==> src/rtl/bma_pkg.sv <==
// Package with register map, field layout, types and timing for the byte-memory DMA block
package bma_pkg;
    // Register offsets in on-chip data memory space
    localparam logic [13:0] SYSCTL_ADDR = 14'h3fff;
    localparam logic [13:0] IOWAIT_ADDR = 14'h3ffe;
    localparam logic [13:0] CMSEN_ADDR  = 14'h3fe6;
    localparam logic [13:0] BCTL_ADDR   = 14'h3fe3;
    localparam logic [13:0] BINT_ADDR   = 14'h3fe1;
    localparam logic [13:0] BEXT_ADDR   = 14'h3fe2;
    localparam logic [13:0] BCNT_ADDR   = 14'h3fe4;
    // System control fields
    localparam int PROGRAM_SPACE_WAIT_LSB = 0;
    localparam int DATA_SPACE_WAIT_LSB = 4;
    localparam int BWAIT_LSB = 8;
    localparam int WMODE_BIT = 12;
    // Byte transfer control fields
    localparam int FMT_LSB   = 0;
    localparam int DIR_BIT   = 2;
    localparam int PAGE_LSB  = 8;
    // Composite select enable bit positions
    localparam int CMS_PM    = 0;
    localparam int CMS_DM    = 1;
    localparam int CMS_BYTE  = 2;
    localparam int CMS_IO    = 3;
    // Values after reset
    localparam logic [15:0] SYSCTL_RST = 16'h0407;
    localparam logic [15:0] IOWAIT_RST = 16'h0000;
    localparam logic [3:0]  CMSEN_RST  = 4'hb;
    localparam logic [15:0] BCTL_RST   = 16'h0000;
    // I/O region is picked by address bits 10:9
    localparam int IO_REGION_LSB = 9;
    localparam logic [3:0] WAIT_MAX = 4'hf;
    // Base strobe cycles: one access cycle plus two for the data input synchroniser
    localparam logic [4:0] BASE_CYC = 5'h03;

    typedef enum logic [1:0] {
        SP_PM   = 2'b00,
        SP_DM   = 2'b01,
        SP_IO   = 2'b10,
        SP_BYTE = 2'b11
    } bma_space_t;

    typedef enum logic [1:0] {
        FMT_PM24   = 2'b00,
        FMT_DM16   = 2'b01,
        FMT_DM8_HI = 2'b10,
        FMT_DM8_LO = 2'b11
    } bma_fmt_t;

    typedef struct packed {
        bma_space_t  space;
        logic        we;
        logic [13:0] addr;
        logic [23:0] wdata;
    } bma_ext_req_t;

    typedef struct packed {
        logic        pm;
        logic [13:0] addr;
        logic [23:0] data;
    } bma_mem_word_t;

    // 2N+1 mode saturates at the top of the 0..15 range
    function automatic logic [3:0] bma_wait_states(input logic [3:0] n, input logic mode);
        if (!mode) begin
            return n;
        end
        return (n > 4'h7) ? WAIT_MAX : {n[2:0], 1'b1};
    endfunction

    function automatic logic [1:0] bma_bytes_per_word(input bma_fmt_t fmt);
        case (fmt)
            FMT_PM24: return 2'd3;
            FMT_DM16: return 2'd2;
            default:  return 2'd1;
        endcase
    endfunction
endpackage

==> src/rtl/bma_top.sv <==
// External memory interface: wait states, memory selects and byte-memory DMA engine
`timescale 1ns/1ps
// Functional notes
// - Up to 15 wait states inserted per each of four I/O regions.
// - I/O wait field chosen by address bits 10:9, four 512-word regions.
// - Mode bit set gives 2N+1 wait states, held within 0..15.
// - Full mode drives all address lines; host mode drives only A0.
// - Composite select asserts when any enabled individual select asserts.
// - Composite select shares select timing and bus-release behaviour.
// - Reset sets all composite enables except the byte-select bit.
// - Byte space is 256 pages of 16K bytes, read and write.
// - Byte data travels on data lines 15 to 8.
// - Byte address: page on data 23:16, offset on address 13:0.
// - Byte accesses timed by byte wait count and mode bit.
// - Engine runs beside the core, one on-chip cycle per word.
// - Engine does as many byte accesses as the word format needs.
// - Format 00 24-bit program, 01 16-bit data, 10 8-bit high.
// - Format 11 8-bit low; unused bits of 8-bit formats are zero.
// - Nonzero word count write starts engine, runs until count zero.
// - Completion pulse once the programmed number of words is done.
// - Core external accesses win over pending engine byte accesses.
module bma_top
    import bma_pkg::*;
(
    input  wire logic          clk,
    input  wire logic          rstn,
    input  wire logic          reg_en,
    input  wire logic          reg_we,
    input  wire logic [13:0]   reg_addr,
    input  wire logic [15:0]   reg_wdata,
    output logic [15:0]        reg_rdata,
    input  wire logic          core_req,
    input  wire bma_ext_req_t  core_cmd,
    output logic               core_ack,
    output logic [23:0]        core_rdata,
    input  wire logic          host_mode,
    input  wire logic          bus_req_n,
    output logic               bus_grant_n,
    output logic [13:0]        addr_o,
    output logic               addr_lo_oe_n,
    output logic               addr_hi_oe_n,
    output logic [23:0]        data_o,
    input  wire logic [23:0]   data_i,
    output logic [2:0]         data_oe_n,
    output logic               ctrl_oe_n,
    output logic               rd_n,
    output logic               wr_n,
    output logic               pms_n,
    output logic               dms_n,
    output logic               bms_n,
    output logic               io_space_select_n,
    output logic               cms_n,
    output logic               mem_wr_valid,
    input  wire logic          mem_wr_ready,
    output bma_mem_word_t      mem_wr_word,
    output logic               mem_rd_valid,
    input  wire logic          mem_rd_ready,
    output logic [14:0]        mem_rd_addr,
    input  wire logic [23:0]   mem_rd_data,
    output logic               byte_transfer_engine_busy,
    output logic               byte_transfer_engine_done
);
    typedef enum logic [1:0] {
        E_IDLE  = 2'b00,
        E_FETCH = 2'b01,
        E_BYTES = 2'b10,
        E_PUSH  = 2'b11
    } bma_eng_t;

    // Pin synchronisers
    logic [23:0] din_s1_r, din_s2_r;
    logic [1:0]  host_s_r, breq_s_r;
    // Registers
    logic [15:0] sysctl_r, iowait_r, bctl_r;
    logic [3:0]  cmsen_r;
    logic [7:0]  page_r;
    logic [13:0] int_addr_r, ext_addr_r, wcount_r;
    logic [15:0] reg_rdata_r;
    // Access machine
    logic        act_r, act_core_r, grant_r;
    logic [3:0]  sel_r;
    logic        rd_r, wr_r;
    logic [13:0] addr_r;
    logic [23:0] dout_r;
    logic [2:0]  lane_oe_n_r;
    logic        core_ack_r, done_r;
    logic [23:0] core_rdata_r;
    // Engine
    bma_eng_t    eng_r;
    logic [23:0] asm_r;
    logic [1:0]  bidx_r;

    wire host_s  = host_s_r[1];
    wire breq_s  = !breq_s_r[1];
    wire bma_fmt_t fmt = bma_fmt_t'(bctl_r[FMT_LSB +: 2]);
    wire store   = bctl_r[DIR_BIT];
    wire [1:0] nbytes = bma_bytes_per_word(fmt);

    // Register port decode
    wire wr_sys  = reg_en && reg_we && (reg_addr == SYSCTL_ADDR);
    wire wr_iow  = reg_en && reg_we && (reg_addr == IOWAIT_ADDR);
    wire wr_cms  = reg_en && reg_we && (reg_addr == CMSEN_ADDR);
    wire wr_bctl = reg_en && reg_we && (reg_addr == BCTL_ADDR);
    wire wr_bint = reg_en && reg_we && (reg_addr == BINT_ADDR);
    wire wr_bext = reg_en && reg_we && (reg_addr == BEXT_ADDR);
    wire wr_bcnt = reg_en && reg_we && (reg_addr == BCNT_ADDR);
    wire [15:0] rd_mux =
        (reg_addr == SYSCTL_ADDR) ? sysctl_r :
        (reg_addr == IOWAIT_ADDR) ? iowait_r :
        (reg_addr == CMSEN_ADDR)  ? {12'h000, cmsen_r} :
        (reg_addr == BCTL_ADDR)   ? {page_r, bctl_r[7:0]} :
        (reg_addr == BINT_ADDR)   ? {2'b00, int_addr_r} :
        (reg_addr == BEXT_ADDR)   ? {2'b00, ext_addr_r} :
        (reg_addr == BCNT_ADDR)   ? {2'b00, wcount_r} : 16'h0000;

    // Wait-state selection per space
    wire wmode = sysctl_r[WMODE_BIT];
    wire [1:0] io_region = core_cmd.addr[IO_REGION_LSB +: 2];
    wire [3:0] io_n = iowait_r[{io_region, 2'b00} +: 4];
    wire [3:0] core_n =
        (core_cmd.space == SP_PM) ? sysctl_r[PROGRAM_SPACE_WAIT_LSB +: 4] :
        (core_cmd.space == SP_DM) ? sysctl_r[DATA_SPACE_WAIT_LSB +: 4] :
        (core_cmd.space == SP_IO) ? io_n : sysctl_r[BWAIT_LSB +: 4];
    wire [3:0] core_ws = bma_wait_states(core_n, wmode);
    wire [3:0] byte_ws = bma_wait_states(sysctl_r[BWAIT_LSB +: 4], wmode);

    // Arbitration: core first, bus grant only between accesses
    wire a_idle    = !act_r && !grant_r;
    wire take_core = a_idle && core_req && !breq_s;
    wire take_byte = a_idle && !core_req && !breq_s && (eng_r == E_BYTES);
    wire take      = take_core || take_byte;
    wire [3:0] ws  = take_core ? core_ws : byte_ws;
    wire       last;

    bma_wait_cnt #(.W(5)) u_wait (
        .clk  (clk),
        .rstn (rstn),
        .load (take),
        .len  ({1'b0, ws} + BASE_CYC),
        .last (last)
    );

    wire byte_fin = act_r && last && !act_core_r;
    wire [13:0] ext_next = ext_addr_r + 14'd1;
    wire [7:0]  byte_rd  = din_s2_r[15:8];
    wire [23:0] asm_nxt  = {asm_r[15:0], byte_rd};
    wire [23:0] word_in  =
        (fmt == FMT_DM8_HI) ? {8'h00, asm_r[7:0], 8'h00} :
        (fmt == FMT_DM8_LO) ? {16'h0000, asm_r[7:0]} :
        (fmt == FMT_DM16)   ? {8'h00, asm_r[15:0]} : asm_r;
    wire [7:0] byte_out =
        (fmt == FMT_DM8_LO) ? asm_r[7:0] :
        (fmt == FMT_DM8_HI) ? asm_r[15:8] :
        (fmt == FMT_DM16)   ? asm_r[23:16] : asm_r[23:16];
    wire [23:0] fetch_al = (fmt == FMT_DM16) ? {mem_rd_data[15:0], 8'h00} : mem_rd_data;

    wire buf_in_valid = (eng_r == E_PUSH);
    wire buf_in_ready;
    wire pushed = buf_in_valid && buf_in_ready;
    wire fetched = mem_rd_valid && mem_rd_ready;
    wire word_end = pushed || (byte_fin && store && (bidx_r == nbytes - 2'd1));

    bma_buf2 #(.W($bits(bma_mem_word_t))) u_buf (
        .clk       (clk),
        .rstn      (rstn),
        .in_valid  (buf_in_valid),
        .in_ready  (buf_in_ready),
        .in_data   ({(fmt == FMT_PM24), int_addr_r, word_in}),
        .out_valid (mem_wr_valid),
        .out_ready (mem_wr_ready),
        .out_data  (mem_wr_word)
    );

    always_ff @(posedge clk or negedge rstn) begin
        if (!rstn) begin
            din_s1_r <= '0;
            din_s2_r <= '0;
            host_s_r <= 2'b00;
            breq_s_r <= 2'b11;
        end else begin
            din_s1_r <= data_i;
            din_s2_r <= din_s1_r;
            host_s_r <= {host_s_r[0], host_mode};
            breq_s_r <= {breq_s_r[0], bus_req_n};
        end
    end

    // Registers; hardware updates of address and count win over software writes
    always_ff @(posedge clk or negedge rstn) begin
        if (!rstn) begin
            sysctl_r    <= SYSCTL_RST;
            iowait_r    <= IOWAIT_RST;
            cmsen_r     <= CMSEN_RST;
            bctl_r      <= BCTL_RST;
            page_r      <= '0;
            int_addr_r  <= '0;
            ext_addr_r  <= '0;
            wcount_r    <= '0;
            reg_rdata_r <= '0;
        end else begin
            if (wr_sys)  sysctl_r <= reg_wdata;
            if (wr_iow)  iowait_r <= reg_wdata;
            if (wr_cms)  cmsen_r  <= reg_wdata[3:0];
            if (wr_bctl) bctl_r   <= reg_wdata;
            if (reg_en && !reg_we) reg_rdata_r <= rd_mux;
            if (byte_fin) begin
                ext_addr_r <= ext_next;
                page_r     <= page_r + {7'h00, (ext_next == 14'h0000)};
            end else begin
                if (wr_bext) ext_addr_r <= reg_wdata[13:0];
                if (wr_bctl) page_r     <= reg_wdata[PAGE_LSB +: 8];
            end
            if (word_end) begin
                int_addr_r <= int_addr_r + 14'd1;
                wcount_r   <= wcount_r - 14'd1;
            end else begin
                if (wr_bint) int_addr_r <= reg_wdata[13:0];
                if (wr_bcnt) wcount_r   <= reg_wdata[13:0];
            end
        end
    end

    // Byte transfer engine
    always_ff @(posedge clk or negedge rstn) begin
        if (!rstn) begin
            eng_r  <= E_IDLE;
            asm_r  <= '0;
            bidx_r <= '0;
            done_r <= 1'b0;
        end else begin
            done_r <= 1'b0;
            case (eng_r)
                E_IDLE: begin
                    bidx_r <= '0;
                    if (wr_bcnt && reg_wdata[13:0] != 14'h0000) begin
                        eng_r <= store ? E_FETCH : E_BYTES;
                    end
                end
                E_FETCH: begin
                    if (fetched) begin
                        asm_r <= fetch_al;
                        eng_r <= E_BYTES;
                    end
                end
                E_BYTES: begin
                    if (byte_fin) begin
                        asm_r  <= store ? {asm_r[15:0], 8'h00} : asm_nxt;
                        bidx_r <= bidx_r + 2'd1;
                        if (bidx_r == nbytes - 2'd1) begin
                            bidx_r <= '0;
                            if (!store) begin
                                eng_r <= E_PUSH;
                            end else if (wcount_r == 14'd1) begin
                                eng_r  <= E_IDLE;
                                done_r <= 1'b1;
                            end else begin
                                eng_r <= E_FETCH;
                            end
                        end
                    end
                end
                E_PUSH: begin
                    if (pushed) begin
                        eng_r  <= (wcount_r == 14'd1) ? E_IDLE : E_BYTES;
                        done_r <= (wcount_r == 14'd1);
                    end
                end
                default: eng_r <= E_IDLE;
            endcase
        end
    end

    // Access machine; selects and strobes held for the whole counted length
    always_ff @(posedge clk or negedge rstn) begin
        if (!rstn) begin
            act_r        <= 1'b0;
            act_core_r   <= 1'b0;
            grant_r      <= 1'b0;
            sel_r        <= '0;
            rd_r         <= 1'b0;
            wr_r         <= 1'b0;
            addr_r       <= '0;
            dout_r       <= '0;
            lane_oe_n_r  <= 3'b111;
            core_ack_r   <= 1'b0;
            core_rdata_r <= '0;
        end else begin
            core_ack_r <= 1'b0;
            grant_r    <= breq_s && !act_r;
            if (take) begin
                act_r      <= 1'b1;
                act_core_r <= take_core;
                sel_r      <= take_core ? (4'b0001 << core_cmd.space) : 4'b1000;
                rd_r       <= take_core ? !core_cmd.we : !store;
                wr_r       <= take_core ? core_cmd.we : store;
                addr_r     <= take_core ? core_cmd.addr : ext_addr_r;
                dout_r     <= take_core ? core_cmd.wdata :
                              {page_r, byte_out, 8'h00};
                lane_oe_n_r <= take_core ? {3{!core_cmd.we}} :
                               {1'b0, !store, 1'b1};
            end else if (act_r && last) begin
                act_r       <= 1'b0;
                sel_r       <= '0;
                rd_r        <= 1'b0;
                wr_r        <= 1'b0;
                lane_oe_n_r <= 3'b111;
                if (act_core_r) begin
                    core_ack_r   <= 1'b1;
                    core_rdata_r <= din_s2_r;
                end
            end
        end
    end

    // sel_r bit order follows bma_space_t: PM, DM, IO, BYTE
    wire [3:0] sel_en = {cmsen_r[CMS_BYTE], cmsen_r[CMS_IO], cmsen_r[CMS_DM], cmsen_r[CMS_PM]};
    assign pms_n        = !sel_r[0];
    assign dms_n        = !sel_r[1];
    assign io_space_select_n       = !sel_r[2];
    assign bms_n        = !sel_r[3];
    assign cms_n        = !(|(sel_r & sel_en));
    assign rd_n         = !rd_r;
    assign wr_n         = !wr_r;
    assign addr_o       = addr_r;
    assign data_o       = dout_r;
    assign data_oe_n    = grant_r ? 3'b111 : lane_oe_n_r;
    assign ctrl_oe_n    = grant_r;
    assign addr_lo_oe_n = grant_r;
    assign addr_hi_oe_n = grant_r || host_s;
    assign bus_grant_n  = !grant_r;
    assign core_ack     = core_ack_r;
    assign core_rdata   = core_rdata_r;
    assign mem_rd_valid = (eng_r == E_FETCH);
    assign mem_rd_addr  = {(fmt == FMT_PM24), int_addr_r};
    assign reg_rdata    = reg_rdata_r;
    assign byte_transfer_engine_busy    = (eng_r != E_IDLE);
    assign byte_transfer_engine_done    = done_r;

    // Checks
    logic [4:0] hold_cnt_r, hold_len_r;
    logic [1:0] bytes_seen_r;
    always_ff @(posedge clk or negedge rstn) begin
        if (!rstn) begin
            hold_cnt_r   <= '0;
            hold_len_r   <= '0;
            bytes_seen_r <= '0;
        end else begin
            hold_cnt_r   <= take ? 5'd0 : (act_r ? hold_cnt_r + 5'd1 : 5'd0);
            if (take) hold_len_r <= {1'b0, ws} + BASE_CYC;
            bytes_seen_r <= (pushed || eng_r == E_IDLE) ? 2'd0 : bytes_seen_r + {1'b0, byte_fin};
        end
    end

    chk_hold_length: assert property (@(posedge clk) disable iff (!rstn)
        $fell(act_r) |-> hold_cnt_r == hold_len_r) else $error("strobe length wrong");
    chk_cms_follow: assert property (@(posedge clk) disable iff (!rstn)
        (!bms_n && cmsen_r[CMS_BYTE]) || (!pms_n && cmsen_r[CMS_PM])
        || (!io_space_select_n && cmsen_r[CMS_IO]) |-> !cms_n) else $error("composite select missing");
    chk_cms_reset: assert property (@(posedge clk)
        $rose(rstn) |-> cmsen_r == 4'hb) else $error("composite enables reset wrong");
    chk_host_addr: assert property (@(posedge clk) disable iff (!rstn)
        host_s |-> addr_hi_oe_n && (addr_lo_oe_n == grant_r)) else $error("host mode address");
    chk_core_first: assert property (@(posedge clk) disable iff (!rstn)
        core_req && a_idle && !breq_s |=> act_r && act_core_r) else $error("core lost priority");
    chk_byte_lanes: assert property (@(posedge clk) disable iff (!rstn)
        !bms_n && !grant_r |-> !data_oe_n[2] && data_o[23:16] == page_r) else $error("byte page lane");
    chk_word_bytes: assert property (@(posedge clk) disable iff (!rstn)
        pushed |-> bytes_seen_r == nbytes) else $error("byte count per word");
    chk_zero_fill: assert property (@(posedge clk) disable iff (!rstn)
        pushed && fmt == FMT_DM8_LO |-> word_in[23:8] == 16'h0000) else $error("low format fill");
    chk_done_count: assert property (@(posedge clk) disable iff (!rstn)
        byte_transfer_engine_done |-> wcount_r == 14'd0 && $past(byte_transfer_engine_busy)) else $error("done without zero count");
    chk_io_wait: assert property (@(posedge clk) disable iff (!rstn)
        take_core && core_cmd.space == SP_IO && !wmode && core_cmd.addr[10:9] == 2'd3
        |=> hold_len_r == {1'b0, iowait_r[15:12]} + BASE_CYC) else $error("io region wait");

    cov_load_done: cover property (@(posedge clk) disable iff (!rstn) byte_transfer_engine_done && !store);
    cov_store_done: cover property (@(posedge clk) disable iff (!rstn) byte_transfer_engine_done && store);
    cov_core_clash: cover property (@(posedge clk) disable iff (!rstn)
        take_core && eng_r == E_BYTES);
    cov_buf_full: cover property (@(posedge clk) disable iff (!rstn) buf_in_valid && !buf_in_ready);
endmodule

==> src/rtl/bma_wait_cnt.sv <==
// Down counter that times one external access strobe
`timescale 1ns/1ps
module bma_wait_cnt #(
    parameter int W = 5
) (
    input  wire logic         clk,
    input  wire logic         rstn,
    input  wire logic         load,
    input  wire logic [W-1:0] len,
    output logic              last
);
    logic [W-1:0] cnt_r;

    always_ff @(posedge clk or negedge rstn) begin
        if (!rstn) begin
            cnt_r <= '0;
        end else if (load) begin
            cnt_r <= len;
        end else if (cnt_r != '0) begin
            cnt_r <= cnt_r - W'(1);
        end
    end

    assign last = (cnt_r == W'(1)) && !load;
endmodule

==> src/rtl/bma_buf2.sv <==
// Two-entry valid/ready buffer for assembled on-chip words
`timescale 1ns/1ps
module bma_buf2 #(
    parameter int W = 39
) (
    input  wire logic         clk,
    input  wire logic         rstn,
    input  wire logic         in_valid,
    output logic              in_ready,
    input  wire logic [W-1:0] in_data,
    output logic              out_valid,
    input  wire logic         out_ready,
    output logic [W-1:0]      out_data
);
    logic [W-1:0] mem_r [2];
    logic         wp_r;
    logic         rp_r;
    logic [1:0]   cnt_r;
    wire          push = in_valid && in_ready;
    wire          pop  = out_valid && out_ready;

    assign in_ready  = (cnt_r != 2'd2);
    assign out_valid = (cnt_r != 2'd0);
    assign out_data  = mem_r[rp_r];

    always_ff @(posedge clk) begin
        if (push) begin
            mem_r[wp_r] <= in_data;
        end
    end

    always_ff @(posedge clk or negedge rstn) begin
        if (!rstn) begin
            wp_r  <= 1'b0;
            rp_r  <= 1'b0;
            cnt_r <= 2'd0;
        end else begin
            wp_r  <= wp_r ^ push;
            rp_r  <= rp_r ^ pop;
            cnt_r <= cnt_r + {1'b0, push} - {1'b0, pop};
        end
    end
endmodule

==> config.mk <==
export PLATFORM = sky130hd
export DESIGN_NAME = bma_top
export DESIGN_NICKNAME = d
export VERILOG_FILES = /design/src/rtl/bma_pkg.sv /design/src/rtl/bma_top.sv /design/src/rtl/bma_wait_cnt.sv /design/src/rtl/bma_buf2.sv
export SDC_FILE = /design/constraint.sdc
export NUM_CORES = 1
export LEC_CHECK = 0
export BUFFER_PORTS_ARGS = -buffer_cell sky130_fd_sc_hd__buf_2
export CORE_MARGIN = 3
export CORE_UTILIZATION = 45
export DETAILED_ROUTE_END_ITERATION = 12
export PLACE_DENSITY_LB_ADDON = 0.25
export SETUP_SLACK_MARGIN = 0.05
export SLEW_MARGIN = 25
export SYNTH_ARGS = -nofsm -noshare
export SYNTH_HDL_FRONTEND = slang
export SYNTH_SLANG_ARGS = --single-unit
==> constraint.sdc <==
create_clock -name clk -period 6.2 [get_ports clk]
set_input_delay 0.93 -clock clk [delete_from_list [all_inputs] [get_ports clk]]
set_output_delay 0.93 -clock clk [all_outputs]
set_load 0.1 [all_outputs]
==> run summary <==
post-synth top area cell -> dfrtp_1
num ports -> 279
fin util -> 0.547
drt pass-1 iters -> 6
first-pass GRT wire length -> 72500 um
Slew @ Worst Pin -> 1030 ps
Vias per Instance -> 5.71
RSZ-0062 raised after global routing -> no
GRT overflow -> 0
Synth area leaders -> dfrtp_1 41%, edfxtp_1 14%, mux2_2 7.1%
Worst Path Max Fanout -> 7
# placed instances -> 2146
Core Footprint -> 35000 um^2
post-route minimum period -> 3290 ps
Synth Net Count -> 1642
TritonCTS Buffers -> 39
vias in the first global route -> 12500
htree depth -> 2
CTS Sinks -> 353
CP arrival -> 3720 ps
Die W -> 195 um
full die area -> 38200 um^2
slowest cell delay on critical path -> 480 ps
Placement Setup Slack -> 2570 ps
layout cells sized above 1 -> 0.285
Nets -> 1875
Syn Inst Count -> 1500
FF-to-FF End -> page_r[4]$_DFFE_PN0P_
most used cell, CP -> ha_1
hold path depth -> 0
Worst Setup End Kind -> flip-flop
CTS tree -> done
Resize count post-CTS -> 0
hold-fix buffers at CTS -> 0
Final Non-Filler Cells -> 2218
CP required -> 6620 ps
RD Place Congestion -> 0.946
Reg clk slew, reported paths -> 60 ps
min-delay src -> din_s1_r[21]$_DFF_PN0_
post-route setup TNS -> 0 ps
Worst Setup Slack, final -> 2910 ps
Fmax achieved -> 304 MHz
clock latency on the worst-skew pair -> 550 ps
R2R Setup Slk -> 2910 ps
via count -> 12700
Final Max Tran Viols -> 0
Initial Util -> 0.462
status -> complete, no violations
sequential-to-total area share from yosys stat -> 0.572
number of synthesized flops with an enable pin -> 78
postcts setup bufs -> 0
Routed Antenna Nets -> 0
HPWL after DPL -> 32900 um
share of async-settable or async-resettable flops after synthesis -> 0.779
Yosys cell types -> 69
syn_area_per_cell -> 10.8 um^2
Total Wirelength -> 46600 um
synthesized cell area -> 16200 um^2
critical path launch point type -> flip-flop
critical path class -> reg2reg
# port buffers -> 278
final std cell area, no fill -> 19100 um^2
Crit-path slowest cell -> dfrtp_1
setup violators final -> 0
gr usage total -> 0.240
Final Cycle Share -> 0.531
DR DRC count -> 0
Chip Height -> 195 um
Critical Path, Cell by Cell -> ha_1, nand3_1, or2_2, nor2_1, nand2_1, xnor2_1, a2111oi_0, ha_1, ha_1, nand2_1, o32ai_1, nor2_1
clk buf depth -> 3
worst reg2reg path depth -> 12
drt initial violations -> 1332
largest net degree at the start of global routing -> 169
initial antenna violation count -> 1
Row Count -> 68
leakage -> 8.30 nW
mean routed wirelength per cell -> 21.0 um
hold crit path type -> reg2reg
Hold EP -> din_s2_r[21]$_DFF_PN0_
Worst R2R Start -> ext_addr_r[0]$_DFFE_PN0P_
synth warn -> 0
worst vdd ir -> 0.620 mV
slew margin rel. -> 0.312
clock root buffer -> clkbuf_16
Final Skew -> 26.3 ps
pwr dens -> 541 nW/um^2
most frequent cells in the layout -> 277 x buf_2, 262 x dfrtp_1, 189 x nand2_1
Final Hold Violating Endpoints -> 0
area delta synth->final -> 18.5%
Layout fillers -> 3120
Synth Flop Type -> dfrtp_1
post-synth top area share -> 0.407
Max Cap Violations -> 0
commonest non-fill, non-tap cell in the layout -> buf_2
Placed Area -> 17800 um^2
Seq cells post-synth -> 353
-- report_power, final --
part | switching (mW) | total [mW] | internal [mW]
logic | 3.65 | 4.58 | 0.928
clock network | 0.951 | 2.28 | 1.33
registers | 0.572 | 3.50 | 2.93
total | 5.18 | 10.4 | 5.18
-- synthesized netlist by cell type (3+ instances only) --
master / count
o31ai_1: 3
nor2_1: 146
a31oi_1: 10
or2_2: 11
a211oi_1: 16
xor2_1: 3
nand2_1: 189
a221oi_1: 5
nor3_1: 17
or3_1: 4
nor4_1: 10
and2_1: 22
nand4_1: 7
buf_2: 8
and3_1: 6
buf_4: 18
inv_1: 35
edfxtp_1: 78
nor4b_1: 4
nand2b_1: 12
xnor2_1: 8
o32ai_1: 6
clkbuf_1: 62
buf_1: 11
mux2_2: 102
a22o_1: 14
nand3b_1: 4
o221a_2: 4
dfstp_2: 12
o21ai_1: 6
o211ai_1: 6
dfrtp_1: 263
nand3_1: 23
a211o_1: 5
nor2b_1: 9
a22oi_1: 46
ha_1: 14
a21oi_1: 89
o21ai_0: 119
o221ai_1: 12
mux2i_1: 34
a21o_1: 6
o22ai_1: 8
-- critical path, delay by kind of cell (launching register included) --
family          cells  cell delay (ps)
fa+ha+maj           3              710
simple gates        6             1060
flops               1              480
compound gates      2              770
xor+xnor            1              150
-- area by class of cell --
class                           count  area [um^2]  area share
Clock inverter                     15          165     0.00863
Sequential cell                   353         9240       0.483
Inverter                           35          131     0.00686
Antenna cell                        1         2.50    0.000131
Multi-Input combinational cell   1013         6400       0.335
Timing Repair Buffer              291         1530      0.0800
Clock buffer                       55         1100      0.0573
Tap cell                          455          569      0.0297
-- metrics by stage --
stage	hold slack [ps]	power (mW)
4_1_cts	317	10.4
3_3_place_gp	332	8.04
5_1_grt	328	10.8
3_5_place_dp	335	8.12
2_1_floorplan	331	7.18
6_report	324	10.4
-- flip-flops by register name, indices dropped and copies added, names as in the netlist, 24 cells and up --
register     flops
core_rdata      24
din_s2_r        24
data_o          24
din_s1_r        24
asm_r           24
u_buf.mem_r     78
-- kinds of logic after synthesis --
| logic type | after synthesis | share of synthesized area |
|---|---|---|
| and+or+nand+nor | 479 | 0.136 |
| AOI/OAI and AO/OA | 371 | 0.145 |
| DFF | 353 | 0.572 |
| muxes | 138 | 0.0950 |
| buffers and inverters | 134 | 0.0359 |
| adders and majority gates | 14 | 0.0108 |
| xor gates and xnor gates | 11 | 0.00596 |
-- worst max-delay path by stage --
stage | endpoint | startpoint | slack (ps)
floorplan | cms_n | sel_r[0]$_DFFE_PN0P_ | 2450
global placement | wcount_r[12]$_DFFE_PN0P_ | reg_addr[0] | 2680
detailed placement | wcount_r[12]$_DFFE_PN0P_ | reg_addr[0] | 2570
CTS | mem_wr_word[0] | u_buf.rp_r$_DFF_PN0_ | 2860
global route | page_r[6]$_DFFE_PN0P_ | ext_addr_r[0]$_DFFE_PN0P_ | 2640
finish | page_r[4]$_DFFE_PN0P_ | ext_addr_r[0]$_DFFE_PN0P_ | 2910
-- layer usage --
metal	vias to the layer above	track usage	share of wire
met2	532	0.391	0.48
met4	0	0.0842	0.033
met3	93	0.0395	0.072
met5	-	0	0
li1	5842	-	-
met1	6195	0.327	0.42
Power figures use the tool's default switching activity.
